===== config.mk =====
export PLATFORM = sky130hd
export DESIGN_NAME = satsc_top
export DESIGN_NICKNAME = d
export VERILOG_FILES = /design/src/shared/satsc_pkg.sv /design/src/rtl/satsc_top.sv /design/src/rtl/satsc_age_tick.sv
export VERILOG_INCLUDE_DIRS = /design/src /design/src/shared
export SDC_FILE = /design/constraint.sdc
export NUM_CORES = 1
export LEC_CHECK = 0
export BUFFER_PORTS_ARGS = -buffer_cell sky130_fd_sc_hd__buf_2
export CAP_MARGIN = 0
export CORE_MARGIN = 5
export CORE_UTILIZATION = 60
export CTS_BUF_LIST = sky130_fd_sc_hd__clkbuf_2 sky130_fd_sc_hd__clkbuf_4 sky130_fd_sc_hd__clkbuf_8
export DETAILED_ROUTE_END_ITERATION = 16
export PLACE_DENSITY = 0.88
export SLEW_MARGIN = 20
export SYNTH_ARGS = -nofsm -noshare
export SYNTH_HDL_FRONTEND = slang
export SYNTH_SLANG_ARGS = --single-unit

===== constraint.sdc =====
create_clock -name i_mclk -period 4.8 [get_ports i_mclk]
set_input_delay 0.96 -clock i_mclk [delete_from_list [all_inputs] [get_ports i_mclk]]
set_output_delay 0.96 -clock i_mclk [all_outputs]
set_load 0.01 [all_outputs]

===== src/shared/satsc_map.svh =====
// Register offsets, field positions, reset values and timing counts for the lookup status block
`ifndef SATSC_MAP_SVH
`define SATSC_MAP_SVH

`define SATSC_IDX_RDBK_HIGH     16'h1806
`define SATSC_IDX_CMD_STATUS    16'h1808
`define SATSC_IDX_AGING_CFG     16'h1809
`define SATSC_ADDR_W            16
`define SATSC_CFG_AGE_TIME_LSB  16
`define SATSC_CFG_AGE_TIME_MSB  27
`define SATSC_CFG_ALLOW_BCAST   2
`define SATSC_CFG_AGE_EN        1
`define SATSC_CFG_AGE_TEST      0
`define SATSC_AGE_TIME_RST      12'h129
`define SATSC_CLK_HZ            25000000
`define SATSC_INIT_TIME_NS      20000
`define SATSC_INIT_CYCLES       ((`SATSC_INIT_TIME_NS * (`SATSC_CLK_HZ / 1000000)) / 1000)
`define SATSC_MS_CYCLES         (`SATSC_CLK_HZ / 1000)
`define SATSC_MS_PER_S          1000

`endif


===== src/shared/satsc_pkg.sv =====
// Types shared by the lookup status block
package satsc_pkg;

    typedef struct packed {
        logic [2:0]  prio;
        logic        prio_en;
        logic [2:0]  ports;
        logic [15:0] mac_tail;
        logic        valid;
        logic        end_tbl;
        logic        age1;
        logic        stat;
        logic        age0;
    } satsc_entry_type;

    typedef struct packed {
        logic [11:0] age_time;
        logic        allow_bcast;
        logic        age_en;
        logic        age_test;
    } satsc_cfg_type;

    typedef enum logic [1:0] {
        SATSC_INIT,
        SATSC_IDLE,
        SATSC_BUSY
    } satsc_phase_type;

    typedef struct packed {
        logic        cyc;
        logic        stb;
        logic        we;
        logic [3:0]  sel;
        logic [15:0] adr;
        logic [31:0] dat;
    } satsc_wb_req_type;

endpackage : satsc_pkg


===== src/rtl/satsc_top.sv =====
// Lookup table status and aging configuration registers on a Wishbone slave
//
// Our own choice: the Wishbone register port.
`timescale 1ns/100ps
`include "satsc_map.svh"
module satsc_top
    import satsc_pkg::*;
#(
    parameter int INIT_CYCLES = `SATSC_INIT_CYCLES,
    parameter int MS_CYCLES   = `SATSC_MS_CYCLES
) (
    input  wire logic        i_mclk,          // 25 MHz fabric clock
    input  wire logic        i_sys_rst,       // Sync reset, active high
    input  wire logic        i_wb_cyc,        // Wishbone cycle
    input  wire logic        i_wb_stb,        // Wishbone strobe
    input  wire logic        i_wb_we,         // Wishbone write
    input  wire logic [3:0]  i_wb_sel,        // Byte lanes
    input  wire logic [15:0] i_wb_adr,        // Byte address
    input  wire logic [31:0] i_wb_dat,        // Write data
    output logic [31:0]      o_wb_dat,        // Read data
    output logic             o_wb_ack,        // Acknowledge
    input  wire logic        i_cmd_start,     // Table command issued, pulse
    input  wire logic        i_cmd_done,      // Table command finished, pulse
    input  wire logic        i_entry_load,    // Capture entry, pulse
    input  wire satsc_entry_type i_entry,     // Entry from the table engine
    input  wire logic        i_global_da_prio,// Global DA highest priority
    input  wire logic [47:0] i_lookup_da,     // Destination being stored or looked up
    output logic             o_prio_use,      // Entry priority applies
    output logic [2:0]       o_prio,          // Entry priority value
    output logic [2:0]       o_dest_mask,     // Destination port mask
    output logic             o_bcast_ok,      // Destination may use the table
    output logic             o_rx_discard,    // Drop received packets
    output logic             o_init_busy,     // Table clear running
    output logic             o_age_sweep,     // Age non-static entries, pulse
    output logic             o_age_en,        // Aging enabled
    output logic             o_age_test       // Millisecond aging units
);
    typedef struct packed {
        satsc_phase_type phase;
        logic [31:0]     init_cnt;
        logic            init_done;
        logic            pending;
        satsc_cfg_type   cfg;
        satsc_entry_type entry;
        logic [31:0]     rdat;
        logic            ack;
        logic            prio_use;
        logic [2:0]      prio;
        logic [2:0]      dest_mask;
        logic            bcast_ok;
        logic            discard;
        logic            sweep;
    } satsc_st_type;

    satsc_st_type st_r, st_nxt;
    logic         sweep_w;
    logic         req_w;
    logic [15:0]  idx_w;

    satsc_age_tick #(
        .MS_CYCLES (MS_CYCLES)
    ) satsc_age_tick_inst (
        .i_mclk     (i_mclk),
        .i_sys_rst  (i_sys_rst),
        .i_run      (st_r.cfg.age_en && st_r.init_done),
        .i_test     (st_r.cfg.age_test),
        .i_age_time (st_r.cfg.age_time),
        .o_sweep    (sweep_w)
    );

    // Word index from the byte address; low bits ignored
    assign idx_w = {2'b00, i_wb_adr[15:2]};
    assign req_w = i_wb_cyc && i_wb_stb && !st_r.ack;

    function automatic logic [2:0] port_mask(input logic [2:0] code);
        logic [2:0] m;
        m = 3'h0;
        if (!code[2]) begin
            case (code[1:0])
                2'b00:   m = 3'h1;
                2'b01:   m = 3'h2;
                2'b10:   m = 3'h4;
                default: m = 3'h0;
            endcase
        end else begin
            case (code[1:0])
                2'b00:   m = 3'h3;
                2'b01:   m = 3'h5;
                2'b10:   m = 3'h6;
                default: m = 3'h7;
            endcase
        end
        return m;
    endfunction : port_mask

    always_comb begin
        st_nxt = st_r;
        st_nxt.ack = 1'b0;
        st_nxt.sweep = sweep_w && st_r.cfg.age_en;
        case (st_r.phase)
            SATSC_INIT: begin
                if (st_r.init_cnt >= 32'(INIT_CYCLES - 1)) begin
                    st_nxt.phase = SATSC_IDLE;
                    st_nxt.init_done = 1'b1;
                end else begin
                    st_nxt.init_cnt = st_r.init_cnt + 32'h0000_0001;
                end
            end
            SATSC_IDLE: begin
                if (i_cmd_start) begin
                    st_nxt.phase = SATSC_BUSY;
                    st_nxt.pending = 1'b1;
                end
            end
            SATSC_BUSY: begin
                if (i_cmd_done) begin
                    st_nxt.phase = SATSC_IDLE;
                    st_nxt.pending = 1'b0;
                end
            end
            default: st_nxt.phase = SATSC_INIT;
        endcase
        st_nxt.discard = (st_nxt.phase == SATSC_INIT);
        if (i_entry_load) begin
            st_nxt.entry = i_entry;
        end
        st_nxt.prio_use = st_r.entry.prio_en && i_global_da_prio;
        st_nxt.prio = st_r.entry.prio;
        st_nxt.dest_mask = port_mask(st_r.entry.ports);
        st_nxt.bcast_ok = !(&i_lookup_da) || st_r.cfg.allow_bcast;
        if (req_w) begin
            st_nxt.ack = 1'b1;
            st_nxt.rdat = 32'h0000_0000;
            if (idx_w == `SATSC_IDX_RDBK_HIGH) begin
                st_nxt.rdat = {4'h0, st_r.entry.end_tbl, st_r.entry.valid, st_r.entry.age1,
                               st_r.entry.stat, st_r.entry.age0, st_r.entry.prio_en,
                               st_r.entry.prio, st_r.entry.ports, st_r.entry.mac_tail};
            end else if (idx_w == `SATSC_IDX_CMD_STATUS) begin
                st_nxt.rdat = {30'h0000_0000, st_r.init_done, st_r.pending};
            end else if (idx_w == `SATSC_IDX_AGING_CFG) begin
                st_nxt.rdat = {4'h0, st_r.cfg.age_time, 13'h0000, st_r.cfg.allow_bcast,
                               st_r.cfg.age_en, st_r.cfg.age_test};
                if (i_wb_we) begin
                    if (i_wb_sel[0]) begin
                        st_nxt.cfg.allow_bcast = i_wb_dat[`SATSC_CFG_ALLOW_BCAST];
                        st_nxt.cfg.age_en = i_wb_dat[`SATSC_CFG_AGE_EN];
                        st_nxt.cfg.age_test = i_wb_dat[`SATSC_CFG_AGE_TEST];
                    end
                    if (i_wb_sel[2]) begin
                        st_nxt.cfg.age_time[7:0] = i_wb_dat[23:16];
                    end
                    if (i_wb_sel[3]) begin
                        st_nxt.cfg.age_time[11:8] = i_wb_dat[27:24];
                    end
                end
            end
            if (i_wb_we) begin
                st_nxt.rdat = 32'h0000_0000;
            end
        end
    end

    always_ff @(posedge i_mclk) begin
        if (i_sys_rst) begin
            st_r <= '0;
            st_r.phase <= SATSC_INIT;
            st_r.discard <= 1'b1;
            st_r.cfg.age_time <= `SATSC_AGE_TIME_RST;
            st_r.cfg.age_en <= 1'b1;
        end else begin
            st_r <= st_nxt;
        end
    end

    assign o_wb_dat = st_r.rdat;
    assign o_wb_ack = st_r.ack;
    assign o_prio_use = st_r.prio_use;
    assign o_prio = st_r.prio;
    assign o_dest_mask = st_r.dest_mask;
    assign o_bcast_ok = st_r.bcast_ok;
    assign o_rx_discard = st_r.discard;
    assign o_init_busy = st_r.discard;
    assign o_age_sweep = st_r.sweep;
    assign o_age_en = st_r.cfg.age_en;
    assign o_age_test = st_r.cfg.age_test;

    prio_gate_a: assert property (
        @(posedge i_mclk) disable iff (i_sys_rst)
        (!st_r.entry.prio_en || !i_global_da_prio) |=> !o_prio_use
    ) else $error("priority ungated");

    prio_pass_a: assert property (
        @(posedge i_mclk) disable iff (i_sys_rst)
        (st_r.entry.prio_en && i_global_da_prio) |=> o_prio_use
    ) else $error("priority dropped");

    prio_value_a: assert property (
        @(posedge i_mclk) disable iff (i_sys_rst)
        1'b1 |=> o_prio == $past(st_r.entry.prio)
    ) else $error("priority value wrong");

    port_single_a: assert property (
        @(posedge i_mclk) disable iff (i_sys_rst)
        !st_r.entry.ports[2] |=> $countones(o_dest_mask) <= 1
    ) else $error("single port wrong");

    port_all_a: assert property (
        @(posedge i_mclk) disable iff (i_sys_rst)
        (st_r.entry.ports == 3'h7) |=> o_dest_mask == 3'h7
    ) else $error("all ports wrong");

    port_zero_a: assert property (
        @(posedge i_mclk) disable iff (i_sys_rst)
        (st_r.entry.ports == 3'h0) |=> o_dest_mask == 3'h1
    ) else $error("port 0 code wrong");

    port_one_a: assert property (
        @(posedge i_mclk) disable iff (i_sys_rst)
        (st_r.entry.ports == 3'h1) |=> o_dest_mask == 3'h2
    ) else $error("port 1 code wrong");

    port_two_a: assert property (
        @(posedge i_mclk) disable iff (i_sys_rst)
        (st_r.entry.ports == 3'h2) |=> o_dest_mask == 3'h4
    ) else $error("port 2 code wrong");

    // Reserved code forwards nowhere rather than guessing a port
    port_resv_a: assert property (
        @(posedge i_mclk) disable iff (i_sys_rst)
        (st_r.entry.ports == 3'h3) |=> o_dest_mask == 3'h0
    ) else $error("reserved code forwards");

    pair_low_a: assert property (
        @(posedge i_mclk) disable iff (i_sys_rst)
        (st_r.entry.ports == 3'h4) |=> o_dest_mask == 3'h3
    ) else $error("pair 0 1 wrong");

    pair_mid_a: assert property (
        @(posedge i_mclk) disable iff (i_sys_rst)
        (st_r.entry.ports == 3'h5) |=> o_dest_mask == 3'h5
    ) else $error("pair 0 2 wrong");

    pair_high_a: assert property (
        @(posedge i_mclk) disable iff (i_sys_rst)
        (st_r.entry.ports == 3'h6) |=> o_dest_mask == 3'h6
    ) else $error("pair 1 2 wrong");

    mac_load_a: assert property (
        @(posedge i_mclk) disable iff (i_sys_rst)
        i_entry_load |=> st_r.entry.mac_tail == $past(i_entry.mac_tail)
    ) else $error("address tail not captured");

    init_len_a: assert property (
        @(posedge i_mclk) disable iff (i_sys_rst)
        $rose(st_r.init_done) |-> $past(st_r.init_cnt) == 32'(INIT_CYCLES - 1)
    ) else $error("init length wrong");

    init_drop_a: assert property (
        @(posedge i_mclk) disable iff (i_sys_rst)
        !st_r.init_done |-> o_rx_discard
    ) else $error("packet taken during init");

    init_end_a: assert property (
        @(posedge i_mclk) disable iff (i_sys_rst)
        st_r.init_done |-> !o_rx_discard
    ) else $error("packets dropped after init");

    done_sticky_a: assert property (
        @(posedge i_mclk) disable iff (i_sys_rst)
        st_r.init_done |=> st_r.init_done
    ) else $error("init done dropped");

    rst_clear_a: assert property (
        @(posedge i_mclk) disable iff (i_sys_rst)
        $past(i_sys_rst) |-> !st_r.init_done && !st_r.pending
    ) else $error("status not clear after reset");

    pend_set_a: assert property (
        @(posedge i_mclk) disable iff (i_sys_rst)
        (st_r.phase == SATSC_IDLE && i_cmd_start) |=> st_r.pending
    ) else $error("pending late");

    pend_clear_a: assert property (
        @(posedge i_mclk) disable iff (i_sys_rst)
        (st_r.phase == SATSC_BUSY && i_cmd_done) |=> !st_r.pending
    ) else $error("pending stuck");

    pend_hold_a: assert property (
        @(posedge i_mclk) disable iff (i_sys_rst)
        (st_r.phase == SATSC_BUSY && !i_cmd_done) |=> st_r.pending
    ) else $error("pending lost early");

    cfg_rst_a: assert property (
        @(posedge i_mclk) disable iff (i_sys_rst)
        $past(i_sys_rst) |-> st_r.cfg.age_time == `SATSC_AGE_TIME_RST && o_age_en && !o_age_test
    ) else $error("aging config reset wrong");

    bcast_block_a: assert property (
        @(posedge i_mclk) disable iff (i_sys_rst)
        (&i_lookup_da && !st_r.cfg.allow_bcast) |=> !o_bcast_ok
    ) else $error("broadcast allowed");

    bcast_pass_a: assert property (
        @(posedge i_mclk) disable iff (i_sys_rst)
        (!(&i_lookup_da) || st_r.cfg.allow_bcast) |=> o_bcast_ok
    ) else $error("lookup wrongly blocked");

    ack_once_a: assert property (
        @(posedge i_mclk) disable iff (i_sys_rst)
        o_wb_ack |=> !o_wb_ack
    ) else $error("ack held");
endmodule : satsc_top


===== src/rtl/satsc_age_tick.sv =====
// Aging time base: one-second or one-millisecond ticks and the aging sweep strobe
`timescale 1ns/100ps
`include "satsc_map.svh"
module satsc_age_tick
    import satsc_pkg::*;
#(
    parameter int MS_CYCLES = `SATSC_MS_CYCLES
) (
    input  wire logic        i_mclk,      // Fabric clock
    input  wire logic        i_sys_rst,   // Sync reset
    input  wire logic        i_run,       // Aging allowed
    input  wire logic        i_test,      // Millisecond units
    input  wire logic [11:0] i_age_time,  // Interval minus one
    output logic             o_sweep      // Aging interval elapsed
);
    typedef struct packed {
        logic [31:0] ms_cnt;
        logic [9:0]  sub_cnt;
        logic [11:0] unit_cnt;
        logic        sweep;
    } satsc_tick_st_type;

    satsc_tick_st_type st_r, st_nxt;

    always_comb begin
        st_nxt = st_r;
        st_nxt.sweep = 1'b0;
        if (!i_run) begin
            st_nxt.ms_cnt = '0;
            st_nxt.sub_cnt = '0;
            st_nxt.unit_cnt = '0;
        end else if (st_r.ms_cnt == 32'(MS_CYCLES - 1)) begin
            st_nxt.ms_cnt = '0;
            // Test mode takes every millisecond as the unit
            if (i_test || st_r.sub_cnt == 10'(`SATSC_MS_PER_S - 1)) begin
                st_nxt.sub_cnt = '0;
                if (st_r.unit_cnt >= i_age_time) begin
                    st_nxt.unit_cnt = '0;
                    st_nxt.sweep = 1'b1;
                end else begin
                    st_nxt.unit_cnt = st_r.unit_cnt + 12'h001;
                end
            end else begin
                st_nxt.sub_cnt = st_r.sub_cnt + 10'h001;
            end
        end else begin
            st_nxt.ms_cnt = st_r.ms_cnt + 32'h0000_0001;
        end
    end

    always_ff @(posedge i_mclk) begin
        if (i_sys_rst) begin
            st_r <= '0;
        end else begin
            st_r <= st_nxt;
        end
    end

    assign o_sweep = st_r.sweep;

    sweep_gated_a: assert property (@(posedge i_mclk) disable iff (i_sys_rst)
        !i_run |=> !o_sweep) else $error("sweep while aging off");
endmodule : satsc_age_tick


; ---- Word level (Yosys, flattened, before mapping)
; Index checks and enable logic that the tools add are counted.
[totals]
reg_bits = 177
latch_bits = 0
ram_bits = 0
rom_bits = 0
memories = 0
[classes]
add_sub_neg = 4
mul = 0
div_mod_pow = 0
order_cmp = 2
eq_ne = 11
shift = 0
n_mux = 18
n_bitwise = 6
reduce_logical = 24
[op_table]
columns = op, n
row1 = two-way mux 28 bit, 4
row2 = "adder 32 x 1 -> 32 bit, second input constant", 2
row3 = AND reduction 48 bit, 1
row4 = "== test 14 x 13 -> 1 bit, second input constant", 3
row5 = "== test 32 x 15 -> 1 bit, second input constant", 1
row6 = ">= comparator 32 x 9 -> 1 bit, second input constant", 1
row7 = case mux 3 bit (3 select lines), 2
row8 = AND reduction 6 bit, 3
row9 = "adder 12 x 1 -> 12 bit, second input constant", 1
row10 = >= comparator 12 bit, 1
row11 = two-way mux 12 bit, 1
row12 = "adder 10 x 1 -> 10 bit, second input constant", 1
row13 = "== test 10 bit, second input constant", 1
row14 = two-way mux 10 bit, 1
row15 = logical NOT 2 bit, 3
row16 = two-way mux 2 bit, 3
row17 = inverter 1 bit, 6
row18 = case mux 2 bit (3 select lines), 1
row19 = AND reduction 2 bit, 3
row20 = logical AND 1 bit, 5
row21 = "== test 2 x 1 -> 1 bit, second input constant", 2
row22 = "== test 2 bit, second input constant", 2
row23 = two-way mux 1 bit, 4
row24 = "!= test 2 bit, second input constant", 2
row25 = 9 further kinds, 11

; ---- Longest topological paths before layout
; Gate-level depths: netlist of the first run.
[logic_depth]
depth_word = 5
depth_mapped = 8
depth_no_buf = 7

; ---- Cells and area by module
; From an unflattened synthesis of the first run, not the netlist that was laid out.
[hier_totals]
cells_unflattened = 815
area_unflattened_um2 = 7437.1
[modules_own_cells]
columns = module, n_inst, cells_per_inst, area_each_um2, seq_area_each_um2
row1 = satsc_top, 1, 493, 4687.0, 2362.3
row2 = satsc_age_tick, 1, 322, 2750.1, 1101.1

; ---- Least setup slack after synthesis of the first run
; OpenSTA, ideal clock, no wires.
[synth_path]
path_type = in2reg
from = in i_wb_adr[11]
to = reg st_r[74] in the netlist's numbering
setup_time_ns = 0.120
arrival_ns = 2.374
required_time_ns = 4.680
setup_slack_ns = 2.306
stages = 6
path_buffers = 2
path_cell_list = nor4b_1 -> and4_1 -> clkbuf_1 -> nand4_1 -> clkbuf_1 -> a211o_1
[synth_via]
elab_chain_cells = 3
[synth_lines]
columns = item, line_no
row1 = start: declaration, satsc_top.sv:18  ; input wire logic [15:0] i_wb_adr,
row2 = == test 14 x 13 -> 1 bit (no source line), -
row3 = inverter 1 bit (no source line), -
row4 = AND reduction 6 bit (no source line) *, -
row5 = end signal: assignment, satsc_top.sv:171  ; st_r <= st_nxt;
row6 = end: declaration, satsc_top.sv:55  ; satsc_st_type st_r, st_nxt;
; Mark *: on every way between the ends. The rest lies on a longest branch, timed or not.
; A chain may end at the register's enable or synchronous reset.

; ---- Worst setup path after layout of the first run
[layout_path]
from = in i_wb_adr[11]
to = reg st_r[77] in the netlist's numbering
; The elaborated chain is that of the path after synthesis.

==> impl_metrics.csv, run 1 <==
group,metric,value,unit
status,status,"finished clean",
sta,drv_slew,0,
worst_setup_path,crit_fanout,17,
power_and_ir_drop,power.internal,1.980,mW
clock_tree,cts_buffers,17,
logic_synthesis,yosysSeqAreaShare,0.4485,
logic_synthesis,synth.lib_cells_used.distinct,59,
grt,grt_antenna_before_repair,0,
clock_tree,clk_latency,0.46,ns
power_and_ir_drop,seqPwrFrac,0.564,
sta,rsz0062_at_grt,"false",
detailed_routing,dr.pass1.iters,5,
clock_tree,root_buffer,"clkbuf_8",
grt,grtUsageTotal,0.2318,
detailed_routing,drt.antenna.violating_nets,0,
clock_tree,cts_buffer_depth,2,
sta,setup_tns,0,ns
detailed_routing,wirelength,17270,um
worst_setup_path,cp-start-kind,"input pin",
place,placed_cells,1101,
final_layout,mostFrequentLayoutCells,"173 x dfxtp_1, 157 x buf_2, 117 x nor2_1",
logic_synthesis,synth_flop_cell,"dfxtp_1",
sta,hold_ws,0.4591,ns
floorplanning,die_height,123.4,um
power_and_ir_drop,vdd_drop_max,0.2709,mV
power_and_ir_drop,clockPowerShare,0.388,
clock_tree,htreeDepth,4,
final_layout,layout.cells.non_filler,1133,
detailed_routing,drtIter0Drc,582,
worst_setup_path,arrival,3.24,ns
final_layout,area_growth,12.59,%
grt,grt_pass1_vias,5893,
sta,max_freq,0.3446,GHz
clock_tree,cts_tree,"done",
floorplanning,io_pins,183,
grt,grt_pass1_wl,28170,um
sta,skew,0.01619,ns
power_and_ir_drop,p_leak,3.562,nW
detailed_routing,detail_route.wl_per_cell,15.24,um
sta,relSlewSlack,0.3328,
place,port_buffers,158,
logic_synthesis,synth-edff-count,0,
floorplanning,start_util,0.6118,
sta,final_hold_viol_count,0,
detailed_routing,vias,6273,
min_path,hold_path.class,"register to register",
power_and_ir_drop,switchingPower,620.3,uW
final_layout,layout.nets,1101,
logic_synthesis,ys_ff_latch,173,
logic_synthesis,ys_warn_count,0,
logic_synthesis,postSynthCellCount,843,
sta,fin_crit_sh,0.6046,
sta,fin_crit,2.902,ns
clock_tree,post_cts_resized,0,
final_layout,diodes,0,
floorplanning,core.rowCount,41,
clock_tree,cts_hold_buf,0,
clock_tree,clkSinkCount,173,
floorplanning,core-area,0.01262,mm^2
sta,setup_viol,0,
worst_setup_path,path_class,"input pin to register",
worst_setup_path,worst_setup_path_end_kind,"register",
clock_tree,cts_setup_buffers,0,
job,drv_cap,0,
final_layout,fillers,1036,
final_layout,mostFrequentLayoutCell,"dfxtp_1",
power_and_ir_drop,combPwrFrac,0.048,
detailed_routing,via_per_inst,5.537,
logic_synthesis,avgSynthCellArea,9.159,um^2
clock_tree,path_clk_slew,0.10,ns
power_and_ir_drop,power_density,299.1,mW/mm^2
grt,grt_max_degree,84,
final_layout,drive_gt1_frac,0.2164,
place,dp_hpwl,12660,um
detailed_routing,drc_errors,0,
logic_synthesis,async_reset_ff_frac,0,
grt,overflow,0,
floorplanning,die_area,0.01524,mm^2
place,gp_congestion,0.8523,
worst_setup_path,cp.required,5.14,ns
power_and_ir_drop,switching_share,0.2386,
logic_synthesis,synth_area,0.007721,mm^2
sta,worst_pin_slew,0.9984,ns
floorplanning,die_w,123.4,um
kinds of logic (layout without fill, tap and decap cells):
logic type | after synthesis | count (layout) | synth area share
AOI/OAI and AO/OA | 104 | 104 | 0.09204
xor gates and xnor gates | 45 | 45 | 0.05104
adders and majority gates | 16 | 16 | 0.02593
buffers and inverters | 101 | 216 | 0.07162
DFF | 173 | 173 | 0.4485
muxes | 43 | 43 | 0.05607
other | 1 | 4 | 0.0004857
and+or+nand+nor | 360 | 360 | 0.2543
synth_stat cells (3+ instances only):
cell type / number / area [um^2]
a211oi_1: 11 / 82.58
xor2_1: 22 / 192.7
and3b_1: 3 / 26.28
mux2i_1: 41 / 410.4
xnor2_1: 23 / 201.4
o31ai_1: 3 / 22.52
nand2_1: 49 / 183.9
nand2b_1: 6 / 37.54
inv_1: 24 / 90.09
buf_6: 3 / 33.78
buf_1: 4 / 15.01
nor3_1: 14 / 70.07
o2111ai_1: 3 / 26.28
nor2b_1: 36 / 225.2
o21ai_0: 20 / 100.1
nor4b_1: 3 / 26.28
nand3_1: 23 / 115.1
and2_1: 3 / 18.77
dfxtp_1: 173 / 3463
and4_1: 7 / 61.31
nand4_1: 32 / 200.2
a31oi_1: 4 / 25.02
clkbuf_1: 29 / 108.9
nor4_1: 27 / 168.9
nor4_2: 5 / 62.56
a22oi_1: 29 / 217.7
a21o_1: 3 / 22.52
buf_4: 40 / 300.3
ha_1: 16 / 200.2
a21oi_1: 13 / 65.06
nor4_4: 3 / 63.81
a211o_1: 6 / 52.55
nor2_1: 117 / 439.2
or3_1: 4 / 25.02
and3_1: 11 / 68.82
flip-flops by register name (all words and copies together) (netlist names):
signal                       flops
o_wb_ack                         1
o_age_en                         1
satsc_age_tick_inst.o_sweep      1
o_age_test                       1
o_age_sweep                      1
st_nxt                           3
o_dest_mask                      3
o_bcast_ok                       1
o_wb_dat                        28
satsc_age_tick_inst.st_r        54
o_prio_use                       1
o_init_busy                      1
o_prio                           3
st_r                            74
critical path, cell delays in order:
cell and delay [ns]:
buf_2 0.10, nor4b_1 0.36, and4_1 0.69, nand4_1 0.65
a211o_1 0.47
power groups by stage:
stage	combinational (mW)	clock, mW	sequential [mW]
6_report	0.124	1.01	1.47
5_1_grt	0.138	1.09	1.47
4_1_cts	0.125	1.02	1.47
3_5_place_dp	0.124	0	1.50
3_3_place_gp	0.122	0	1.50
2_1_floorplan	0.0661	0	1.50
final timing paths:
check | depth (start not counted) | slack, ns | end | start
hold / removal | 2 | 0.46 | o_wb_dat[25]$_SDFFE_PP0P_ | o_wb_dat[25]$_SDFFE_PP0P_
setup reg to reg | 5 | 2.12 | satsc_age_tick_inst.st_r[35]$_SDFF_PP0_ | satsc_age_tick_inst.st_r[34]$_SDFF_PP0_
setup / recovery | 5 | 1.90 | st_r[77]$_SDFFE_PP1P_ | i_wb_adr[11]
hold reg to reg | 2 | 0.46 | o_wb_dat[25]$_SDFFE_PP0P_ | o_wb_dat[25]$_SDFFE_PP0P_
metrics by stage:
| step | util | total power, mW | setup WS, ns | instance area [um^2] |
|---|---|---|---|---|
| floorplan | - | 1.562 | 2.306 | 7732 |
| global placement | 0.6571 | 1.621 | 1.496 | 8293 |
| CTS | 0.6889 | 2.614 | 1.929 | 8693 |
| global route | 0.6889 | 2.697 | 1.745 | 8693 |
| finish | 0.6889 | 2.600 | 1.898 | 8693 |
| detailed placement | 0.6571 | 1.624 | 1.474 | 8293 |
metal layers:
| metal | vias up | track usage | wire [um] |
|---|---|---|---|
| met1 | 2957 | 0.2965 | 7508 |
| li1 | 3156 | - | - |
| met3 | 23 | 0.05672 | 736 |
| met2 | 137 | 0.3809 | 8718 |
| met5 | - | 0 | 0 |
| met4 | 0 | 0.08443 | 305 |
final cells by class:
class / instances / area [um^2] / share of cell area
tap: 172 / 215.2 / 0.02476
inverter: 24 / 90.09 / 0.01036
timing repair buffer: 160 / 808.3 / 0.09298
clock inverter: 12 / 125.1 / 0.01439
clock buffer: 20 / 275.3 / 0.03166
multi-input combinational: 572 / 3716 / 0.4275
sequential: 173 / 3463 / 0.3984
(Power assumes the default switching activity.)
==> run 2, diff against run 1 <==
ABC_AREA = 1   (was unset)
CORE_UTILIZATION = 51   (was 60)
PLACE_DENSITY = 0.78   (was 0.88)
clock period = 2.45 ns   (was 4.8 ns; I/O delays follow)
==> run 2 against run 1 <==
Effect of this change:
- combinational power grew 110%
- global-route usage is 2.3 points lower
- largest cell class unchanged
- first-iteration DRC count fell by 11%
- hold slack worse by 0.22 ns
- critical path type is now register to register
- non-clock buffer count is 12 higher
- largest power group unchanged
- sequential power grew 96%
==> impl_metrics.csv, run 2 <==
group,metric,value,unit
clock_tree,clk_latency,0.47,ns
detailed_routing,top_layer,"met5",
detailed_routing,vias,8086,
logic_synthesis,synth-edff-count,0,
sta,fin_crit,1.941,ns
final_layout,drive_gt1_frac,0.1775,
worst_setup_path,path_class,"register to register",
final_layout,layout.nets,1515,
clock_tree,post_cts_resized,0,
clock_tree,clkSinkCount,173,
grt,grt_pass1_wl,33940,um
logic_synthesis,async_reset_ff_frac,0,
clock_tree,path_clk_slew,0.10,ns
sta,setup_tns,0,ns
worst_setup_path,arrival,2.33,ns
logic_synthesis,ys_ff_latch,173,
power_and_ir_drop,p_leak,3.993,nW
floorplanning,start_util,0.5160,
grt,overflow,0,
sta,hold_ws,0.2362,ns
job,drv_cap,0,
worst_setup_path,cp_slowest_cell,"dfxtp_1",
status,status,"finished clean",
clock_tree,root_buffer,"clkbuf_8",
power_and_ir_drop,power_density,538.6,mW/mm^2
detailed_routing,met1_length,8885,um
worst_setup_path,cp.required,2.84,ns
sta,max_freq,0.5152,GHz
place,placed_cell_area,0.009230,mm^2
floorplanning,core.rowCount,47,
detailed_routing,wl_met2,9745,um
logic_synthesis,ys_warn_count,0,
final_layout,regArea,0.003463,mm^2
clock_tree,cts_setup_buffers,0,
detailed_routing,dr.pass1.iters,5,
final_layout,largest_register,"st_r",
logic_synthesis,synth.lib_cells_used.distinct,38,
sta,drv_slew,0,
final_layout,area_growth,13.49,%
sta,setup_slack,0.5089,ns
detailed_routing,via_per_inst,5.070,
sta,skew,0.01873,ns
worst_setup_path,crit_fanout,7,
logic_synthesis,yosysTopAreaCell,"dfxtp_1",
clock_tree,cts_buffer_depth,2,
clock_tree,cts_tree,"done",
floorplanning,die_area,0.01934,mm^2
logic_synthesis,yosys-top-cells-count,"266 x nand2_1, 219 x nor2_1, 173 x dfxtp_1, 130 x inv_1, 93 x a21oi_1",
sta,worst_pin_slew,0.7952,ns
worst_setup_path,worst_setup_path_end_kind,"register",
place,dp_slack,0.4376,ns
final_layout,fin_area,0.009643,mm^2
final_layout,fillers,1537,
floorplanning,io_pins,183,
logic_synthesis,avgSynthCellArea,6.841,um^2
place,gp_congestion,0.9172,
grt,grtUsageTotal,0.2085,
clock_tree,cts_hold_buf,0,
grt,grt_max_degree,76,
detailed_routing,drtIter0Drc,518,
final_layout,multi_input_area,0.004059,mm^2
logic_synthesis,ys_top_cells_by_area,"dfxtp_1 41%, nand2_1 12%, nor2_1 9.7%, inv_1 5.7%, a21oi_1 5.5%",
sta,final_hold_viol_count,0,
final_layout,diodes,0,
worst_setup_path,worstPathCellList,"inv_1, ha_1, nand2_1, inv_1, nand2_1, inv_1, nand2_1, nand3_1, nor2_1, o21ai_2, nor2_1",
logic_synthesis,postSynthCellCount,1242,
detailed_routing,drt.antenna.violating_nets,0,
logic_synthesis,synth_top_area_share,0.4076,
logic_synthesis,synth_area,0.008497,mm^2
final_layout,mostFrequentLayoutCells,"266 x nand2_1, 219 x nor2_1, 173 x dfxtp_1",
detailed_routing,wirelength,20690,um
sta,relSlewSlack,0.4698,
worst_setup_path,cp-start-kind,"register",
power_and_ir_drop,vdd_drop_max,0.3989,mV
detailed_routing,drc_errors,0,
logic_synthesis,synth_flop_cell,"dfxtp_1",
worst_setup_path,cp_slowest_stage_delay,0.40,ns
sta,setup_viol,0,
grt,grt_antenna_before_repair,2,
detailed_routing,detail_route.wl_per_cell,12.97,um
detailed_routing,dr_wl_met3,1546,um
final_layout,largest_register_ffs,74,
logic_synthesis,yosysSeqAreaShare,0.4076,
floorplanning,die_height,139.1,um
place,dp_hpwl,15320,um
clock_tree,cts_buffers,17,
place,port_buffers,158,
sta,fin_crit_sh,0.7923,
floorplanning,die_w,139.1,um
final_layout,mostFrequentLayoutCell,"nand2_1",
min_path,hold_path.class,"input pin to register",
floorplanning,core-area,0.01647,mm^2
logic_synthesis,post-synth-top-count-cell,"nand2_1",
sta,rsz0062_at_grt,"false",
clock_tree,htreeDepth,4,
power_and_ir_drop,finalPower,5.194,mW
grt,grt_pass1_vias,7486,
run 2: cell count changes after synthesis, moves of 29 or more:
cell     change
nand2_1    +217
inv_1      +106
nor2_1     +102
a21oi_1     +80
o21ai_0     +42
mux2i_1     -41
nand3_1     +39
nor2b_1     -36
a22oi_1     -29
run 2: worst max-delay path, delay by kind of cell (launching register included):
family          cells  cell delay (ns)
compound gates      1             0.17
simple gates        6             0.83
flops               1             0.40
fa+ha+maj           1             0.29
buf+inv             3             0.16
run 2: cell type report:
cell class,count,area share
clock buffers,18,0.02569
clock inverters,14,0.01713
inverters,143,0.05566
multi-input cells,855,0.4209
flip-flops and latches,173,0.3592
well taps,220,0.02855
repair buffers,172,0.09290
run 2: worst paths after layout:
kind                                                            endpoint                    from  cells past startpoint  slack [ns]
worst min register to register                    st_r[103]$_SDFFE_PP0P_  st_r[103]$_SDFFE_PP0P_                      2        0.42
worst max register to register  satsc_age_tick_inst.st_r[8]$_SDFFE_PP0P_   st_r[85]$_SDFFE_PP0P_                     11        0.51
worst max-delay path            satsc_age_tick_inst.st_r[8]$_SDFFE_PP0P_   st_r[85]$_SDFFE_PP0P_                     11        0.51
worst min-delay path                               o_age_en$_SDFFE_PP1P_             i_wb_dat[1]                      3        0.24
run 2: through the flow:
step,std cells,utilization
after floorplan,1245,-
after global placement,1563,0.5606
after detailed placement,1563,0.5606
after CTS,1595,0.5856
after global routing,1595,0.5856
final,1595,0.5856
run 2: where the power goes:
group | internal [mW] | leakage (nW) | switching [mW]
clock network | 0.891 | 0.208 | 1.17
logic | 0.114 | 2.38 | 0.145
registers | 2.85 | 1.40 | 0.0212
run 2: per-layer routing:
metal	GRT usage	vias to the layer above
met3	0.06000	43
li1	-	4176
met2	0.3467	266
met4	0.06952	4
met1	0.2610	3597
met5	0	-
run 2: kinds of logic after synthesis:
logic type	Yosys count	share of synthesized area
other	1	0.0004413
buffers and inverters	217	0.1160
AO/OA/AOI/OAI	160	0.09557
adder cells (fa/ha/maj)	16	0.02356
AND/OR/NAND/NOR	663	0.3444
flip-flops	173	0.4076
XOR/XNOR	12	0.01237
==> run 3, diff against run 2 <==
CORE_UTILIZATION = 57   (was 51)
PLACE_DENSITY = 0.83   (was 0.78)
clock period = 1.8 ns   (was 2.45 ns; I/O delays follow)
==> run 3 against run 2 <==
Effect of this change:
- final cell count fell by 0.63%
- sequential share of layout area fell by 0.82 points
- highest routed layer is now met4
- clock power rose by 38%
- clock skew fell by 0.0044 ns
- largest cell class unchanged
- power rose by 37%
- critical path depth rose by 1
==> impl_metrics.csv, run 3 (same netlist as run 2, synthesis figures left out) <==
group,metric,value,unit
final_layout,fillers,1242,
sta,fin_crit_sh,0.9383,
floorplanning,die_area,0.01745,mm^2
final_layout,mostFrequentLayoutCell,"nand2_1",
detailed_routing,dr.pass1.iters,8,
worst_setup_path,worstPathCellList,"inv_1, ha_1, nand2_1, inv_1, nand2_1, nor2_1, nand2_1, nand3_1, nor2_1, buf_4, o21ai_4, nor2_1",
place,placed_cell_area,0.009398,mm^2
clock_tree,cts_buffer_depth,2,
sta,drv_slew,0,
detailed_routing,vias,8363,
job,drv_cap,0,
final_layout,utilization,0.6783,
floorplanning,die_height,132.1,um
sta,final_hold_viol_count,0,
grt,grt_pass1_vias,7841,
place,dp_slack,0.06087,ns
place,gp_congestion,0.9986,
sta,fin_crit,1.689,ns
grt,grt_pass1_wl,34910,um
detailed_routing,via_per_inst,5.276,
worst_setup_path,cp.required,2.14,ns
status,status,"finished clean",
final_layout,mostFrequentLayoutCells,"264 x nand2_1, 217 x nor2_1, 165 x dfxtp_1",
floorplanning,io_pins,183,
clock_tree,htreeDepth,4,
floorplanning,core.rowCount,44,
final_layout,largest_register_ffs,74,
place,placed_cells,1552,
clock_tree,cts_setup_buffers,0,
place,port_buffers,158,
sta,max_freq,0.5921,GHz
final_layout,regArea,0.003473,mm^2
floorplanning,die_w,132.1,um
floorplanning,core-area,0.01459,mm^2
clock_tree,clk_latency,0.46,ns
power_and_ir_drop,power_density,718.9,mW/mm^2
final_layout,layout.cells.non_filler,1585,
grt,overflow,0,
worst_setup_path,worst_setup_path_end_kind,"register",
worst_setup_path,arrival,2.03,ns
final_layout,drive_gt1_frac,0.2043,
clock_tree,root_buffer,"clkbuf_8",
power_and_ir_drop,p_leak,4.127,nW
clock_tree,cts_buffers,17,
detailed_routing,drc_errors,0,
detailed_routing,drt.antenna.violating_nets,0,
worst_setup_path,crit_fanout,7,
sta,skew,0.01431,ns
power_and_ir_drop,vdd_drop_max,0.8615,mV
min_path,hold_path.class,"input pin to register",
floorplanning,start_util,0.5824,
worst_setup_path,path_class,"register to register",
sta,worst_pin_slew,0.7885,ns
detailed_routing,drtIter0Drc,631,
worst_setup_path,cp_slowest_stage_delay,0.36,ns
grt,grt_max_degree,76,
sta,setup_viol,0,
final_layout,area_growth,16.46,%
clock_tree,clkSinkCount,173,
sta,relSlewSlack,0.4743,
final_layout,multi_input_area,0.004119,mm^2
final_layout,layout.nets,1540,
detailed_routing,wirelength,20730,um
final_layout,largest_register,"st_r",
final_layout,fin_area,0.009896,mm^2
sta,hold_ws,0.1139,ns
sta,setup_slack,0.1111,ns
detailed_routing,detail_route.wl_per_cell,13.08,um
grt,grtUsageTotal,0.2333,
worst_setup_path,cp_slowest_cell,"dfxtp_1",
worst_setup_path,cp-start-kind,"register",
grt,grt_antenna_before_repair,1,
clock_tree,cts_tree,"done",
clock_tree,path_clk_slew,0.10,ns
place,dp_hpwl,15430,um
## run 3: cell count changes in the layout (fill, tap and decap cells not counted), sizes merged
cell | before | now
buf | 172 | 197
clkinvlp | 1 | 4
clkinv | 5 | 3
inv | 150 | 148
bufinv | 1 | 2
diode | 0 | 1
## run 3: where the power goes
| part | internal (mW) | switching (mW) | total, mW |
|---|---|---|---|
| Sequential | 3.88 | 0.0290 | 3.91 |
| Combinational | 0.160 | 0.194 | 0.354 |
| Clock | 1.33 | 1.52 | 2.85 |
## run 3: what timing repair did
item                                    4_1_cts  5_1_grt
hold buffers                                  0        0
resized for setup                             0       19
hold endpoints to repair                      0        0
endpoints found under the setup margin        0       26
## run 3: through the flow
step,TNS [ns],total power [mW]
after floorplan,0,4.179
after global placement,0,4.345
after detailed placement,0,4.354
after CTS,0,7.162
after global routing,-0.0004066,7.399
final,0,7.114
## run 3: worst max-delay path: cells and delay by family (launching register included)
family | cells | cell delay, ns
compound gates | 1 | 0.21
fa+ha+maj | 1 | 0.29
buf+inv | 3 | 0.27
flops | 1 | 0.36
simple gates | 7 | 0.45
## run 3: final timing paths
check	from	cells after the start	slack, ns	endpoint
worst min register to register	st_r[118]$_SDFFE_PP0P_	2	0.42	st_r[118]$_SDFFE_PP0P_
worst max-delay path	st_r[83]$_SDFFE_PP0P_	12	0.11	satsc_age_tick_inst.st_r[7]$_SDFFE_PP0P_
worst min-delay path	i_entry[19]	3	0.11	st_r[62]$_SDFFE_PP0P_
worst max register to register	st_r[83]$_SDFFE_PP0P_	12	0.11	satsc_age_tick_inst.st_r[7]$_SDFFE_PP0P_
## run 3: cell type report
cell class / count / share of cell area
diodes: 1 / 0.0002529
repair buffers: 197 / 0.1120
flip-flops and latches: 173 / 0.3510
multi-input cells: 855 / 0.4162
clock inverters: 14 / 0.01795
clock buffers: 18 / 0.02503
well taps: 184 / 0.02326
inverters: 143 / 0.05424
## run 3: per-layer routing
layer,wire length (um),vias up,global-route usage,part of all wire
li1,-,4226,-,-
met1,8805,3791,0.2853,0.42
met2,9730,296,0.3897,0.47
met3,1628,50,0.06527,0.079
met4,564,0,0.09086,0.027
met5,0,-,0,0
